--- src/sar_ctrl_pkg.sv ---
// Constants and carriers for the converter start and accumulate block.
// Assumes a single 20 MHz system clock with synchronous active-high reset.
package sar_ctrl_pkg;
	localparam int          CLOCK_HZ        = 20_000_000;
	localparam int          CODE_W          = 10;
	localparam int          ACC_W           = 16;
	localparam int          BIT_CYCLES      = 11;
	localparam logic [2:0]  SRC_SOFTWARE    = 3'h0;
	localparam logic [2:0]  SRC_TIMER0      = 3'h1;
	localparam logic [2:0]  SRC_TIMER2      = 3'h2;
	localparam logic [2:0]  SRC_TIMER3      = 3'h3;
	localparam logic [2:0]  SRC_EXTERNAL    = 3'h4;
	localparam logic [2:0]  SRC_TIMER1      = 3'h5;
	localparam logic [2:0]  JUST_LEFT       = 3'h4;
	localparam logic [2:0]  RPT_1           = 3'h0;
	localparam logic [6:0]  RPT_COUNT_1     = 7'h01;
	localparam logic [6:0]  RPT_COUNT_4     = 7'h04;
	localparam logic [6:0]  RPT_COUNT_8     = 7'h08;
	localparam logic [6:0]  RPT_COUNT_16    = 7'h10;
	localparam logic [6:0]  RPT_COUNT_32    = 7'h20;
	localparam logic [6:0]  RPT_COUNT_64    = 7'h40;
	localparam logic [5:0]  LEFT_SHIFT      = 6'h06;
	localparam logic [7:0]  BYTE_ZERO       = 8'h00;
	localparam logic [15:0] ACC_ZERO        = 16'h0000;

	typedef struct packed {
		logic [2:0] start_source_select;
		logic [2:0] justify_shift_select;
		logic [2:0] repeat_count_field;
		logic [4:0] clock_divider_field;
		logic       burst_enable_bit;
		logic       sync_enable;
		logic       conv_clock_invert_bit;
	} conv_cfg_t;

	typedef struct packed {
		logic timer0_ovf;
		logic timer1_ovf;
		logic timer2_low_ovf;
		logic timer2_high_ovf;
		logic timer2_split;
		logic timer3_low_ovf;
		logic timer3_high_ovf;
		logic timer3_split;
	} timer_ev_t;
endpackage : sar_ctrl_pkg

--- src/sar_start_accum.sv ---
// Start source selection, conversion clock, busy/done flags and accumulation.
// Assumes the analog core takes one conversion clock per bit and returns its code
// on core_code with core_done; timer events are same-clock pulses.
// Function
// Result bytes written when conversion finishes
// Single sample: right or left 10-bit code
// Unused result bits read as zero
// Accumulate series, update after last conversion
// Repeat counts 4, 8, 16, 32, 64
// Software keeps right justify when accumulating
// 16-bit accumulator, shift right 1-3
// Conversion clock from sysclk or low-power osc
// Software keeps throughput under 300 ksps
// Start from selected source
// Busy high through whole conversion
// Busy falling edge sets done flag
// Software polls done flag, not busy
// Timer 2/3 low or high overflow
// Software skips shared pin for external start
// Sync delays start until converter pulse
// Sync uses converter clock, divide one
// Optional inversion of converter clock
// Software clears sync in two-cell mode
// Source 100 is external start input
// Done only after full repeat count
// Accumulator cleared at series start
`timescale 1ns/1ps
`default_nettype none
module sar_start_accum
	import sar_ctrl_pkg::*;
(
	input  wire logic             clock,
	input  wire logic             reset,
	input  wire conv_cfg_t        cfg,
	input  wire logic             busy_write_one,
	input  wire logic             done_clear,
	input  wire timer_ev_t        timer_ev,
	input  wire logic             external_start_input,
	input  wire logic             lp_osc_tick,
	input  wire logic             dcdc_clock,
	input  wire logic [9:0]       core_code,
	input  wire logic             core_done,
	output var  logic             conversion_clock,
	output var  logic             core_start,
	output var  logic             conversion_busy_bit,
	output var  logic             conversion_done_flag,
	output var  logic             window_compare_strobe,
	output var  logic [7:0]       result_high_byte,
	output var  logic [7:0]       result_low_byte
);
	typedef enum logic [1:0] {IDLE, WAIT_SYNC, CONVERT} state_t;

	state_t      state_reg, state_next;
	logic [1:0]  ext_sync_reg, dcdc_sync_reg;
	logic        ext_prev_reg, dcdc_prev_reg;
	logic [4:0]  div_cnt_reg;
	logic [6:0]  sample_cnt_reg;
	logic [15:0] acc_reg;
	logic        busy_prev_reg;

	// External start edge
	wire ext_rise  = ext_sync_reg[1] & ~ext_prev_reg;
	// Converter clock invert
	wire dcdc_lvl  = dcdc_sync_reg[1] ^ cfg.conv_clock_invert_bit;
	wire sync_tick = dcdc_lvl & ~dcdc_prev_reg;
	// Timer overflow width
	wire t2_ev = timer_ev.timer2_split ? timer_ev.timer2_low_ovf : timer_ev.timer2_high_ovf;
	wire t3_ev = timer_ev.timer3_split ? timer_ev.timer3_low_ovf : timer_ev.timer3_high_ovf;
	// Start source mux
	wire start_req =
		(cfg.start_source_select == SRC_SOFTWARE) ? busy_write_one :
		(cfg.start_source_select == SRC_TIMER0)   ? timer_ev.timer0_ovf :
		(cfg.start_source_select == SRC_TIMER2)   ? t2_ev :
		(cfg.start_source_select == SRC_TIMER3)   ? t3_ev :
		(cfg.start_source_select == SRC_EXTERNAL) ? ext_rise :
		(cfg.start_source_select == SRC_TIMER1)   ? timer_ev.timer1_ovf : 1'b0;

	// Clock source and divider
	wire src_tick = cfg.burst_enable_bit ? lp_osc_tick : 1'b1;
	wire div_wrap = src_tick && (div_cnt_reg >= cfg.clock_divider_field);

	// Repeat count decode
	wire [6:0] rpt_target =
		(cfg.repeat_count_field == 3'h1) ? RPT_COUNT_4 :
		(cfg.repeat_count_field == 3'h2) ? RPT_COUNT_8 :
		(cfg.repeat_count_field == 3'h3) ? RPT_COUNT_16 :
		(cfg.repeat_count_field == 3'h4) ? RPT_COUNT_32 :
		(cfg.repeat_count_field == 3'h5) ? RPT_COUNT_64 : RPT_COUNT_1;

	wire        sample_done = (state_reg == CONVERT) && core_done;
	wire        first_smp   = (sample_cnt_reg == 7'h00);
	// Fresh sum at series start
	wire [15:0] acc_base    = first_smp ? ACC_ZERO : acc_reg;
	// Unsigned accumulation
	wire [15:0] acc_sum     = acc_base + {6'h00, core_code};
	wire        last_smp    = sample_done && ((sample_cnt_reg + 7'h01) == rpt_target);

	// Right shift of the sum
	wire [1:0]  shamt       = cfg.justify_shift_select[1:0];
	wire [15:0] shifted     = acc_sum >> shamt;
	// Left justify only meaningful for single samples
	wire        left_j      = (cfg.justify_shift_select == JUST_LEFT) &&
		(cfg.repeat_count_field == RPT_1);
	// Zero fill in unused bits
	wire [15:0] formatted   = left_j ? (acc_sum << LEFT_SHIFT) : shifted;

	always_comb begin
		state_next = state_reg;
		case (state_reg)
			IDLE:      if (start_req) state_next = cfg.sync_enable ? WAIT_SYNC : CONVERT;
			// Hold off until sync pulse
			WAIT_SYNC: if (sync_tick) state_next = CONVERT;
			// Busy through conversion
			CONVERT:   if (core_done) state_next = IDLE;
			default:   state_next = IDLE;
		endcase
	end

	always_ff @(posedge clock) begin
		if (reset) begin
			ext_sync_reg  <= 2'h0;
			dcdc_sync_reg <= 2'h0;
			ext_prev_reg  <= 1'b0;
			dcdc_prev_reg <= 1'b0;
		end else begin
			ext_sync_reg  <= {ext_sync_reg[0], external_start_input};
			dcdc_sync_reg <= {dcdc_sync_reg[0], dcdc_clock};
			ext_prev_reg  <= ext_sync_reg[1];
			dcdc_prev_reg <= dcdc_lvl;
		end
	end

	always_ff @(posedge clock) begin
		if (reset) begin
			div_cnt_reg      <= 5'h00;
			conversion_clock <= 1'b0;
		end else if (cfg.sync_enable) begin
			// Converter clock passed through, divide by one
			div_cnt_reg      <= 5'h00;
			conversion_clock <= dcdc_lvl;
		end else if (src_tick) begin
			div_cnt_reg      <= div_wrap ? 5'h00 : div_cnt_reg + 5'h01;
			conversion_clock <= div_wrap ? ~conversion_clock : conversion_clock;
		end
	end

	always_ff @(posedge clock) begin
		if (reset) begin
			state_reg           <= IDLE;
			core_start          <= 1'b0;
			conversion_busy_bit <= 1'b0;
			busy_prev_reg       <= 1'b0;
		end else begin
			state_reg           <= state_next;
			core_start          <= (state_reg != CONVERT) && (state_next == CONVERT);
			conversion_busy_bit <= (state_next != IDLE);
			busy_prev_reg       <= conversion_busy_bit;
		end
	end

	always_ff @(posedge clock) begin
		if (reset) begin
			sample_cnt_reg <= 7'h00;
			acc_reg        <= ACC_ZERO;
		end else if (sample_done) begin
			sample_cnt_reg <= last_smp ? 7'h00 : sample_cnt_reg + 7'h01;
			acc_reg        <= acc_sum;
		end
	end

	// Result bytes on completion
	always_ff @(posedge clock) begin
		if (reset) begin
			result_high_byte <= BYTE_ZERO;
			result_low_byte  <= BYTE_ZERO;
		end else if (last_smp) begin
			result_high_byte <= formatted[15:8];
			result_low_byte  <= formatted[7:0];
		end
	end

	// Done flag; set wins over clear
	// Only after full series
	wire busy_fall  = busy_prev_reg & ~conversion_busy_bit;
	logic series_end_reg;
	always_ff @(posedge clock) begin
		if (reset) begin
			series_end_reg        <= 1'b0;
			conversion_done_flag  <= 1'b0;
			window_compare_strobe <= 1'b0;
		end else begin
			series_end_reg        <= last_smp ? 1'b1 : (busy_fall ? 1'b0 : series_end_reg);
			conversion_done_flag  <= (busy_fall && series_end_reg) ? 1'b1 :
				(done_clear ? 1'b0 : conversion_done_flag);
			window_compare_strobe <= busy_fall && series_end_reg;
		end
	end

	// Assertions
	busy_in_conv_a: assert property (@(posedge clock) disable iff (reset)
		(state_reg == CONVERT) |-> conversion_busy_bit)
		else $error("busy low during conversion");
	done_on_fall_a: assert property (@(posedge clock) disable iff (reset)
		$fell(conversion_busy_bit) && series_end_reg |=> conversion_done_flag)
		else $error("done not set on busy fall");
	done_needs_series_a: assert property (@(posedge clock) disable iff (reset)
		$rose(conversion_done_flag) |-> $past(series_end_reg))
		else $error("done set before series end");
	result_hold_a: assert property (@(posedge clock) disable iff (reset)
		!$past(last_smp) |-> $stable(result_high_byte) && $stable(result_low_byte))
		else $error("result changed mid series");
	sw_start_a: assert property (@(posedge clock) disable iff (reset)
		state_reg == IDLE && cfg.start_source_select == SRC_SOFTWARE && busy_write_one
		&& !cfg.sync_enable |=> state_reg == CONVERT ##0 conversion_busy_bit)
		else $error("software start missed");
	sync_hold_a: assert property (@(posedge clock) disable iff (reset)
		state_reg == WAIT_SYNC && !sync_tick |=> state_reg == WAIT_SYNC)
		else $error("start not held for sync");
	right_zero_a: assert property (@(posedge clock) disable iff (reset)
		last_smp && cfg.repeat_count_field == RPT_1 && cfg.justify_shift_select == RPT_1
		|=> result_high_byte[7:2] == 6'h00)
		else $error("unused high bits not zero");
	left_zero_a: assert property (@(posedge clock) disable iff (reset)
		last_smp && left_j |=> result_low_byte[5:0] == 6'h00)
		else $error("left justify low bits not zero");
	clear_first_a: assert property (@(posedge clock) disable iff (reset)
		sample_done && first_smp |=> acc_reg == {6'h00, $past(core_code)})
		else $error("accumulator not cleared");
	sync_clock_a: assert property (@(posedge clock) disable iff (reset)
		cfg.sync_enable |=> conversion_clock == $past(dcdc_lvl))
		else $error("conversion clock not following converter clock");

	cov_single_c: cover property (@(posedge clock) last_smp && rpt_target == RPT_COUNT_1);
	cov_accum64_c: cover property (@(posedge clock) last_smp && rpt_target == RPT_COUNT_64);
	cov_sync_c: cover property (@(posedge clock) state_reg == WAIT_SYNC ##1 state_reg == CONVERT);
	cov_ext_c: cover property (@(posedge clock) ext_rise && state_reg == IDLE);
endmodule : sar_start_accum
`default_nettype wire

--- config.mk ---
export PLATFORM = sky130hd
export DESIGN_NAME = sar_start_accum
export DESIGN_NICKNAME = d
export VERILOG_FILES = /design/src/sar_ctrl_pkg.sv /design/src/sar_start_accum.sv
export SDC_FILE = /design/constraint.sdc
export NUM_CORES = 1
export LEC_CHECK = 0
export BUFFER_PORTS_ARGS = -buffer_cell sky130_fd_sc_hd__buf_2
export CAP_MARGIN = 10
export CELL_PAD_IN_SITES_DETAIL_PLACEMENT = 0
export CELL_PAD_IN_SITES_GLOBAL_PLACEMENT = 2
export CORE_MARGIN = 2
export CORE_UTILIZATION = 36
export CTS_CLUSTER_SIZE = 24
export DETAILED_ROUTE_END_ITERATION = 8
export GPL_ROUTABILITY_DRIVEN = 0
export HOLD_SLACK_MARGIN = 0.08
export PLACE_DENSITY_LB_ADDON = 0.1
export SLEW_MARGIN = 20
export SYNTH_ARGS = -nofsm -noshare
export SYNTH_HDL_FRONTEND = slang
export SYNTH_SLANG_ARGS = --single-unit
--- constraint.sdc ---
create_clock -name clock -period 10.5 [get_ports clock]
set_input_delay 1.05 -clock clock [delete_from_list [all_inputs] [get_ports clock]]
set_output_delay 1.05 -clock clock [all_outputs]
set_load 0.03 [all_outputs]
==> impl_metrics.yaml, run 1 <==
routing:
  vias_per_cell: 5.19
  drc_errors: 0
  drt_wl_total_mm: 10.2
  firstDrtPassIters: 5
  drtIter0Drc: 232
  ant_nets: 0
  wl_per_cell_microns: 14.9
  vias: 3532
critical_path:
  crit_fanout: 17
  cp_slowest_cell: "or4_4"
  crit_type: "flop to flop"
  slowest_delay_ps: 570
  crit_family: "simple AND/OR/NAND/NOR gates"
  cp.arrival_ps: 4340
  worst-path-buf-inv: 0
  crit_chain: "or4_4 -> or2_1 -> and2_1 -> ha_1 -> fa_1 -> a21o_1 -> a221oi_4 -> o21ai_2 -> a21oi_2 -> xnor2_1 -> mux4_2 -> a21oi_1 -> nor2_1"
  start_kind: "flop"
  crit_start: "sample_cnt_reg[2]"
  rr_startpoint: "sample_cnt_reg[2]"
  cp-end-kind: "flop"
  required_ps: 10720
worst_hold_path:
  hold_path.class: "flop to flop"
  worstHoldStart: "ext_sync_reg[0]"
clock_tree:
  cts_inserted_buffers: 9
  ctsHoldBuffers: 0
  clk_pin_slew_ps: 80
  h-tree-depth: 3
  cts_tree: "yes"
  clk_path_buf_depth: 2
  cts-root-buf: "clkbuf_8"
  cts_sinks: 59
  post_cts_resized: 0
  post_cts_buffers: 0
  clk_latency_ps: 360
pwr:
  power_density_mw_per_mm2: 121
  design_power_total_uw: 545
  irDropWorstVdd_mv: 0.123
  leakage_uw: 0.00192
logic_synthesis:
  synth-warning-count: 0
  syn_area_sq_mm: 0.00389
  synth-main-ff-cell: "dfxtp_1"
  syn_nets: 553
  synth-edff-count: 0
  seq_area_frac_synth_pct: 30.3
  async_flop_share_pct: 0
  ys_ff_latch: 59
  netlist_instances: 491
  syn_avg_cell_area_sq_um: 7.93
  ys_types: 71
global_route:
  antenna_found_initial: 0
  grt_util_all_layers_pct: 18.3
  grt_pass1_wl_mm: 16.6
  grt_max_degree: 54
  grt_pass1_vias: 3287
  gr-total-overflow: 0
die:
  die_h_microns: 108
  coreArea_sq_mm: 0.0104
  die_area_sq_mm: 0.0117
  initial_core_util_pct: 37.4
  io_pins: 64
  rows: 37
  fp.dieW_microns: 108
placement:
  dpl.cell_count: 665
  io_buffers: 63
  hpwl_mm: 7.24
sta:
  finalMaxSlewViolations: 0
  maxSlewHeadroom_pct: 28.6
  fmax_mhz: 243
  fin_setup_tns_ps: 0
  rsz0062_at_grt: "false"
  post-route-min-period_ps: 4120
  fin_hold_ws_ps: 444
  finalCritPeriodShare_pct: 39.2
  clock_skew_ps: 8.78
  worstMarginPinSlew_ps: 1070
  hold_violations: 0
  setup_viol: 0
final_layout:
  layout-drive-gt1-share_pct: 19.1
  multiInputGateArea_sq_mm: 0.00253
  antenna_cells: 0
  seq_area_sq_mm: 0.00118
  fill_cells: 1098
  nNetsFinal: 602
  largest_reg_flops: 16
  syn_to_final_growth_pct: 15.7
  stdcell_count: 681
flow_run:
  drv_cap: 0
run_status:
  status: "completed"
logic make-up (layout without fill, tap and decap cells):
logic type / Yosys count / count (layout) / synth area share [%]
fa+ha+maj: 19 / 19 / 6.30
simple gates: 213 / 213 / 27.5
compound gates: 118 / 118 / 21.0
buf+inv: 44 / 98 / 4.82
mux: 12 / 12 / 3.47
flops: 59 / 59 / 30.3
xor+xnor: 26 / 26 / 6.52
report_power, final:
| part | internal, uW | switching, uW |
|---|---|---|
| sequential | 229 | 3.28 |
| combinational | 26.8 | 43.9 |
| clock | 140 | 102 |
| total | 396 | 149 |
cell usage after synthesis (3+ instances only):
cell / count / area share, %
nand2_1: 61 / 5.9
dfxtp_1: 59 / 30
nor2_1: 59 / 5.7
a21oi_1: 45 / 5.8
ha_1: 18 / 5.8
nor2b_1: 18 / 2.9
clkbuf_1: 17 / 1.6
inv_1: 17 / 1.6
o21ai_0: 14 / 1.8
and2_1: 13 / 2.1
nor3_1: 12 / 1.5
xnor2_1: 12 / 2.7
xor2_1: 12 / 2.7
a211oi_1: 9 / 1.7
a21o_1: 9 / 1.7
mux2i_1: 9 / 2.3
nand3_1: 9 / 1.2
nor3b_1: 6 / 1.2
and3_1: 5 / 0.80
buf_2: 5 / 0.64
nand4b_1: 5 / 1.1
a31oi_1: 4 / 0.64
nand2b_1: 4 / 0.64
nand4_1: 4 / 0.64
a221oi_1: 3 / 0.67
a311oi_1: 3 / 0.67
o211ai_1: 3 / 0.58
o21a_1: 3 / 0.58
o21ai_1: 3 / 0.39
through the flow:
stage / worst slack [ps] / instance area, sq um / util [%]
3_3_place_gp: 6420 / 4280 / 41.1
6_report: 6380 / 4500 / 43.2
5_1_grt: 6120 / 4500 / 43.2
3_5_place_dp: 6370 / 4280 / 41.1
4_1_cts: 6370 / 4500 / 43.2
2_1_floorplan: 6720 / 3890 / -
final cells by class:
cell class	instances	share of cell area, %
well taps	136	3.78
flip-flops and latches	59	26.2
inverters	17	1.42
repair buffers	65	7.33
clock inverters	6	1.97
clock buffers	10	3.06
multi-input cells	388	56.2
metal layers:
layer / share of wire, % / GRT usage, %
met5: 0 / 0
met4: 0.98 / 4.95
met3: 5.5 / 5.36
met2: 44 / 28.2
met1: 49 / 25.1
cells in the final DEF (no fill, tap or decap), types with 10 or more instances in the layout:
master    netlist  layout
ha_1           18      18
o21ai_0        14      14
dfxtp_1        59      59
nor2b_1        18      18
xnor2_1        12      12
clkbuf_8        0      10
a21oi_1        45      45
inv_1          17      17
buf_2           5      63
and2_1         13      13
nor3_1         12      12
xor2_1         12      12
nand2_1        61      61
nor2_1         59      59
worst paths after layout:
path	endpoint	slack, ps	cells after the start
worst max register to register	result_low_byte[5]	6380	13
worst min-delay path	ext_sync_reg[1]	440	1
worst max-delay path	result_low_byte[5]	6380	13
worst min register to register	ext_sync_reg[1]	440	1
worst register-to-register path, stage by stage (launching register included):
cell,delay [ps]
dfxtp_1,360
or4_4,570
or2_1,490
and2_1,300
ha_1,210
fa_1,410
a21o_1,210
a221oi_4,350
o21ai_2,90
a21oi_2,150
xnor2_1,170
mux4_2,490
a21oi_1,140
nor2_1,50
Note: power is estimated with default switching activity, not from simulation.
==> inputs of run 2 (changes only) <==
Settings changed: CORE_UTILIZATION 36 to 33.
Clock period 10.5 ns to 4.15 ns, I/O delays scaled along.
==> impl_metrics.yaml, run 2 (synthesis gave the netlist of run 1 again) <==
final_layout:
  largest_reg_flops: 16
  seq_area_sq_mm: 0.00118
  fill_cells: 1205
  layout-drive-gt1-share_pct: 20.3
  layout_commonest_cell: "buf_2"
  antenna_cells: 0
  syn_to_final_growth_pct: 19.9
  nNetsFinal: 610
  final_cell_mix: "buf_2 (62), nand2_1 (61), nor2_1 (59), dfxtp_1 (59), a21oi_1 (45)"
  multiInputGateArea_sq_mm: 0.00253
clock_tree:
  h-tree-depth: 3
  clk_latency_ps: 330
  clk_path_buf_depth: 2
  clk_pin_slew_ps: 60
  ctsHoldBuffers: 0
  post_cts_resized: 0
  cts_sinks: 59
  cts_tree: "yes"
  post_cts_buffers: 0
  cts-root-buf: "clkbuf_16"
  cts_inserted_buffers: 9
worst_hold_path:
  hold_path.class: "primary input to flop"
  hold-path-cell-count: 2
routing:
  wl_per_cell_microns: 15.1
  ant_nets: 0
  vias: 3627
  drtIter0Drc: 208
  vias_per_cell: 5.21
  firstDrtPassIters: 4
  drt_wl_total_mm: 10.5
  drc_errors: 0
pwr:
  p_int_uw: 1180
  leakage_uw: 0.00200
  p_sw_share_pct: 25.3
  clockPowerShare_pct: 50.8
  power_density_mw_per_mm2: 337
  p_switching_uw: 399
  power_frac_seq_pct: 37.4
  irDropWorstVdd_mv: 0.208
  comb_power_share_pct: 11.8
run_status:
  status: "completed"
die:
  initial_core_util_pct: 34.0
  die_area_sq_mm: 0.0127
  die_h_microns: 113
  io_pins: 64
  rows: 39
  fp.dieW_microns: 113
  coreArea_sq_mm: 0.0115
critical_path:
  required_ps: 4350
  r2r_setup_slack_ps: 290
  crit_fanout: 7
  rr_worst_depth: 13
  cp.arrival_ps: 4060
  start_kind: "flop"
  crit_type: "flop to flop"
  cp-end-kind: "flop"
global_route:
  grt_pass1_wl_mm: 17.3
  grt_busiest_layer: "met2"
  grt_pass1_vias: 3393
  gr-total-overflow: 0
  gr-usage-met3_pct: 2.97
  grt_util_all_layers_pct: 17.3
  grt_use_met1_pct: 24.6
  grt_util_met2_pct: 25.7
  antenna_found_initial: 0
  grt_max_degree: 54
sta:
  setup_ws_ps: 286
  finalCritPeriodShare_pct: 93.1
  setup_viol: 0
  maxSlewHeadroom_pct: 43.9
  post-route-min-period_ps: 3860
  fmax_mhz: 259
  finalMaxSlewViolations: 0
  hold_violations: 0
  rsz0062_at_grt: "false"
  clock_skew_ps: 9.08
  fin_hold_ws_ps: 302
  fin_setup_tns_ps: 0
  worstMarginPinSlew_ps: 835
placement:
  io_buffers: 63
  hpwl_mm: 7.64
  pre_cts_slack_ps: 268
flow_run:
  drv_cap: 0
run 2: cell count changes in the layout (fill, tap and decap cells not counted), sizes merged:
cell	change
clkinvlp	+1
clkbuf	-1
buf	+8
run 2: final timing paths:
kind,from,to
setup / recovery,sample_cnt_reg[2],result_low_byte[5]
hold / removal,external_start_input,ext_sync_reg[0]
setup reg to reg,sample_cnt_reg[2],result_low_byte[5]
hold reg to reg,ext_sync_reg[0],ext_sync_reg[1]
run 2: final cells by class:
| cell class | count | area share (%) |
|---|---|---|
| Inverter | 17 | 1.37 |
| Tap cell | 143 | 3.83 |
| Clock buffer | 9 | 4.83 |
| Timing Repair Buffer | 73 | 8.42 |
| Sequential cell | 59 | 25.3 |
| Multi-Input combinational cell | 388 | 54.3 |
| Clock inverter | 7 | 1.98 |
run 2: per-stage QoR:
stage | utilization, % | power [uW] | instance area, sq um | std cells
6_report | 40.7 | 1570 | 4670 | 696
5_1_grt | 40.7 | 1650 | 4670 | 696
4_1_cts | 40.7 | 1600 | 4660 | 696
3_5_place_dp | 37.9 | 787 | 4350 | 680
3_3_place_gp | 37.9 | 786 | 4350 | 680
2_1_floorplan | - | 725 | 3890 | 491
run 2: per-layer routing:
layer / share of wire, % / up-vias
li1: - / 1839
met1: 51 / 1687
met2: 42 / 85
met3: 5.0 / 16
met4: 2.0 / 0
met5: 0 / -
run 2: power groups by stage:
stage,Sequential (uW),Combinational [uW],Clock (uW)
6_report,589,186,800
5_1_grt,590,209,846
4_1_cts,588,187,827
3_5_place_dp,601,186,0
3_3_place_gp,601,186,0
2_1_floorplan,608,116,0
run 2: critical path, cell delays in order (launching register included):
cell	delay (ps)
dfxtp_1	360
or4_4	570
or2_1	330
and2_1	210
ha_1	210
fa_1	410
a21o_1	210
a221oi_4	350
o21ai_2	90
a21oi_2	150
xnor2_1	170
mux4_2	490
a21oi_1	140
nor2_1	50
==> inputs of run 3 (changes only) <==
Settings changed: ABC_AREA set to 1, CORE_UTILIZATION 33 to 31.
==> impl_metrics.yaml, run 3 <==
die:
  rows: 41
  die_area_sq_mm: 0.0140
  die_h_microns: 119
  initial_core_util_pct: 32.0
  fp.dieW_microns: 119
  coreArea_sq_mm: 0.0127
  io_pins: 64
clock_tree:
  clk_path_buf_depth: 2
  ctsHoldBuffers: 0
  cts-root-buf: "clkbuf_16"
  clk_latency_ps: 340
  cts_sinks: 59
  h-tree-depth: 3
  post_cts_resized: 0
  post_cts_buffers: 0
  clk_pin_slew_ps: 50
  cts_inserted_buffers: 9
  cts_tree: "yes"
critical_path:
  crit_path_frequent_cell: "nand2_1"
  crit_start: "sample_cnt_reg[0]"
  rr_worst_depth: 19
  crit_family: "simple AND/OR/NAND/NOR gates"
  cp.depth: 19
  cp_slowest_cell: "fa_1"
  rr_startpoint: "sample_cnt_reg[0]"
  r2r_setup_slack_ps: 850
  cp.arrival_ps: 3560
  crit_type: "flop to flop"
  cp-end-kind: "flop"
  crit-reg2reg-capture: "result_low_byte[1]"
  start_kind: "flop"
  crit_fanout: 22
  crit_path_end: "result_low_byte[1]"
  crit_chain: "inv_1 -> ha_1 -> inv_1 -> nor2_1 -> nand3_2 -> nand2_1 -> inv_1 -> ha_1 -> fa_1 -> nand2_1 -> nand3_1 -> nand2_1 -> xnor2_1 -> inv_1 -> nand2_1 -> o21ai_0 -> o21ai_0 -> nand2_1 -> a21oi_1"
  required_ps: 4410
  slowest_delay_ps: 440
  worst-path-buf-inv: 4
placement:
  io_buffers: 63
  placed_area_sq_mm: 0.00451
  pre_cts_slack_ps: 802
  hpwl_mm: 9.13
final_layout:
  largest_reg_flops: 16
  final_cell_mix: "nand2_1 (155), inv_1 (94), nand3_1 (67), nor2_1 (66), buf_2 (63)"
  layout_commonest_cell: "nand2_1"
  layout-drive-gt1-share_pct: 15.5
  nNetsFinal: 754
  final_util_pct: 37.6
  post-route-cell-area_sq_mm: 0.00479
  fill_cells: 1482
  syn_to_final_growth_pct: 17.8
  antenna_cells: 0
logic_synthesis:
  syn_nets: 698
  synth-warning-count: 0
  synth_area_leaders: "dfxtp_1 (29%), nand2_1 (14%), inv_1 (8.7%)"
  syn_area_sq_mm: 0.00407
  ys_types: 46
  yosysMostFrequentCell: "nand2_1"
  netlist_instances: 636
  seq_area_frac_synth_pct: 29.1
  netlist_top_cells_count: "nand2_1 (155), inv_1 (94), nand3_1 (67), nor2_1 (66), dfxtp_1 (59)"
  synth_area_leader_cell: "dfxtp_1"
  async_flop_share_pct: 0
  synth_top_area_share_pct: 29.1
  synth-edff-count: 0
  synth-main-ff-cell: "dfxtp_1"
  ys_ff_latch: 59
  syn_avg_cell_area_sq_um: 6.39
flow_run:
  drv_cap: 0
global_route:
  grt_util_all_layers_pct: 17.9
  gr-total-overflow: 0
  grt_max_degree: 35
  grt_pass1_wl_mm: 19.8
  grt_pass1_vias: 3927
  antenna_found_initial: 0
sta:
  post-route-min-period_ps: 3300
  fin_setup_tns_ps: 0
  clock_skew_ps: 9.20
  hold_violations: 0
  setup_ws_ps: 852
  fmax_mhz: 303
  worstMarginPinSlew_ps: 948
  finalCritPeriodShare_pct: 79.5
  finalMaxSlewViolations: 0
  maxSlewHeadroom_pct: 36.7
  rsz0062_at_grt: "false"
  setup_viol: 0
pwr:
  leakage_uw: 0.00252
  power_density_mw_per_mm2: 317
  irDropWorstVdd_mv: 0.197
  design_power_total_uw: 1520
routing:
  drt_wl_total_mm: 12.0
  ant_nets: 0
  vias: 4086
  drt-met1-wl_mm: 5.63
  dr.max_layer_used: "met4"
  drtIter0Drc: 210
  drc_errors: 0
  wl_met3_microns: 521
  wl_met2_mm: 5.71
  wl_per_cell_microns: 13.8
  firstDrtPassIters: 4
  vias_per_cell: 4.71
run_status:
  status: "completed"
worst_hold_path:
  hold_path.class: "primary input to flop"
## run 3: worst min-delay path by stage
stage / slack, ps / startpoint / end / depth (start not counted)
after floorplan: 390 / dcdc_sync_reg[0] / dcdc_sync_reg[1] / 2
after global placement: 390 / dcdc_sync_reg[0] / dcdc_sync_reg[1] / 2
after CTS: 280 / external_start_input / ext_sync_reg[0] / 3
final: 280 / external_start_input / ext_sync_reg[0] / 3
after detailed placement: 400 / dcdc_sync_reg[0] / dcdc_sync_reg[1] / 2
after global routing: 310 / dcdc_clock / dcdc_sync_reg[0] / 3
## run 3: final cells by class
type | count | area [sq um] | share of cell area (%)
timing repair buffer | 64 | 323 | 6.74
clock buffer | 11 | 243 | 5.07
multi-input combinational | 455 | 2400 | 50.0
inverter | 103 | 390 | 8.15
clock inverter | 3 | 40.0 | 0.836
tap | 172 | 215 | 4.49
sequential | 59 | 1180 | 24.7
## run 3: logic make-up (layout without fill, tap and decap cells)
kind of cell / count (synthesis) / in the layout / share of synthesized area (%)
buffers and inverters: 122 / 181 / 12.0
AND/OR/NAND/NOR: 324 / 324 / 36.1
XOR/XNOR: 14 / 14 / 3.20
adder cells (fa/ha/maj): 19 / 19 / 6.03
AO/OA/AOI/OAI: 98 / 98 / 13.6
flip-flops: 59 / 59 / 29.1
## run 3: routing by layer
layer  up-vias  global-route usage [%]
li1       2156                       -
met1      1850                    22.7
met2        71                    29.9
met3         9                    4.39
met4         0                    5.13
met5         -                       0
## run 3: worst min-delay path: cells and delay by family
family / cells / cell delay [ps]
buf+inv: 2 / 100
simple gates: 1 / 60
## run 3: report_power, final
group	internal [uW]	switching [uW]	leakage (uW)
Sequential	587	11.6	0.000479
Clock	472	259	0.000141
Combinational	63.0	127	0.00190
Total	1120	397	0.00252
## run 3: per-stage QoR
stage | hold slack, ps | instances
global placement | 393 | 853
floorplan | 388 | 636
detailed placement | 400 | 853
global route | 310 | 867
CTS | 279 | 867
finish | 284 | 867
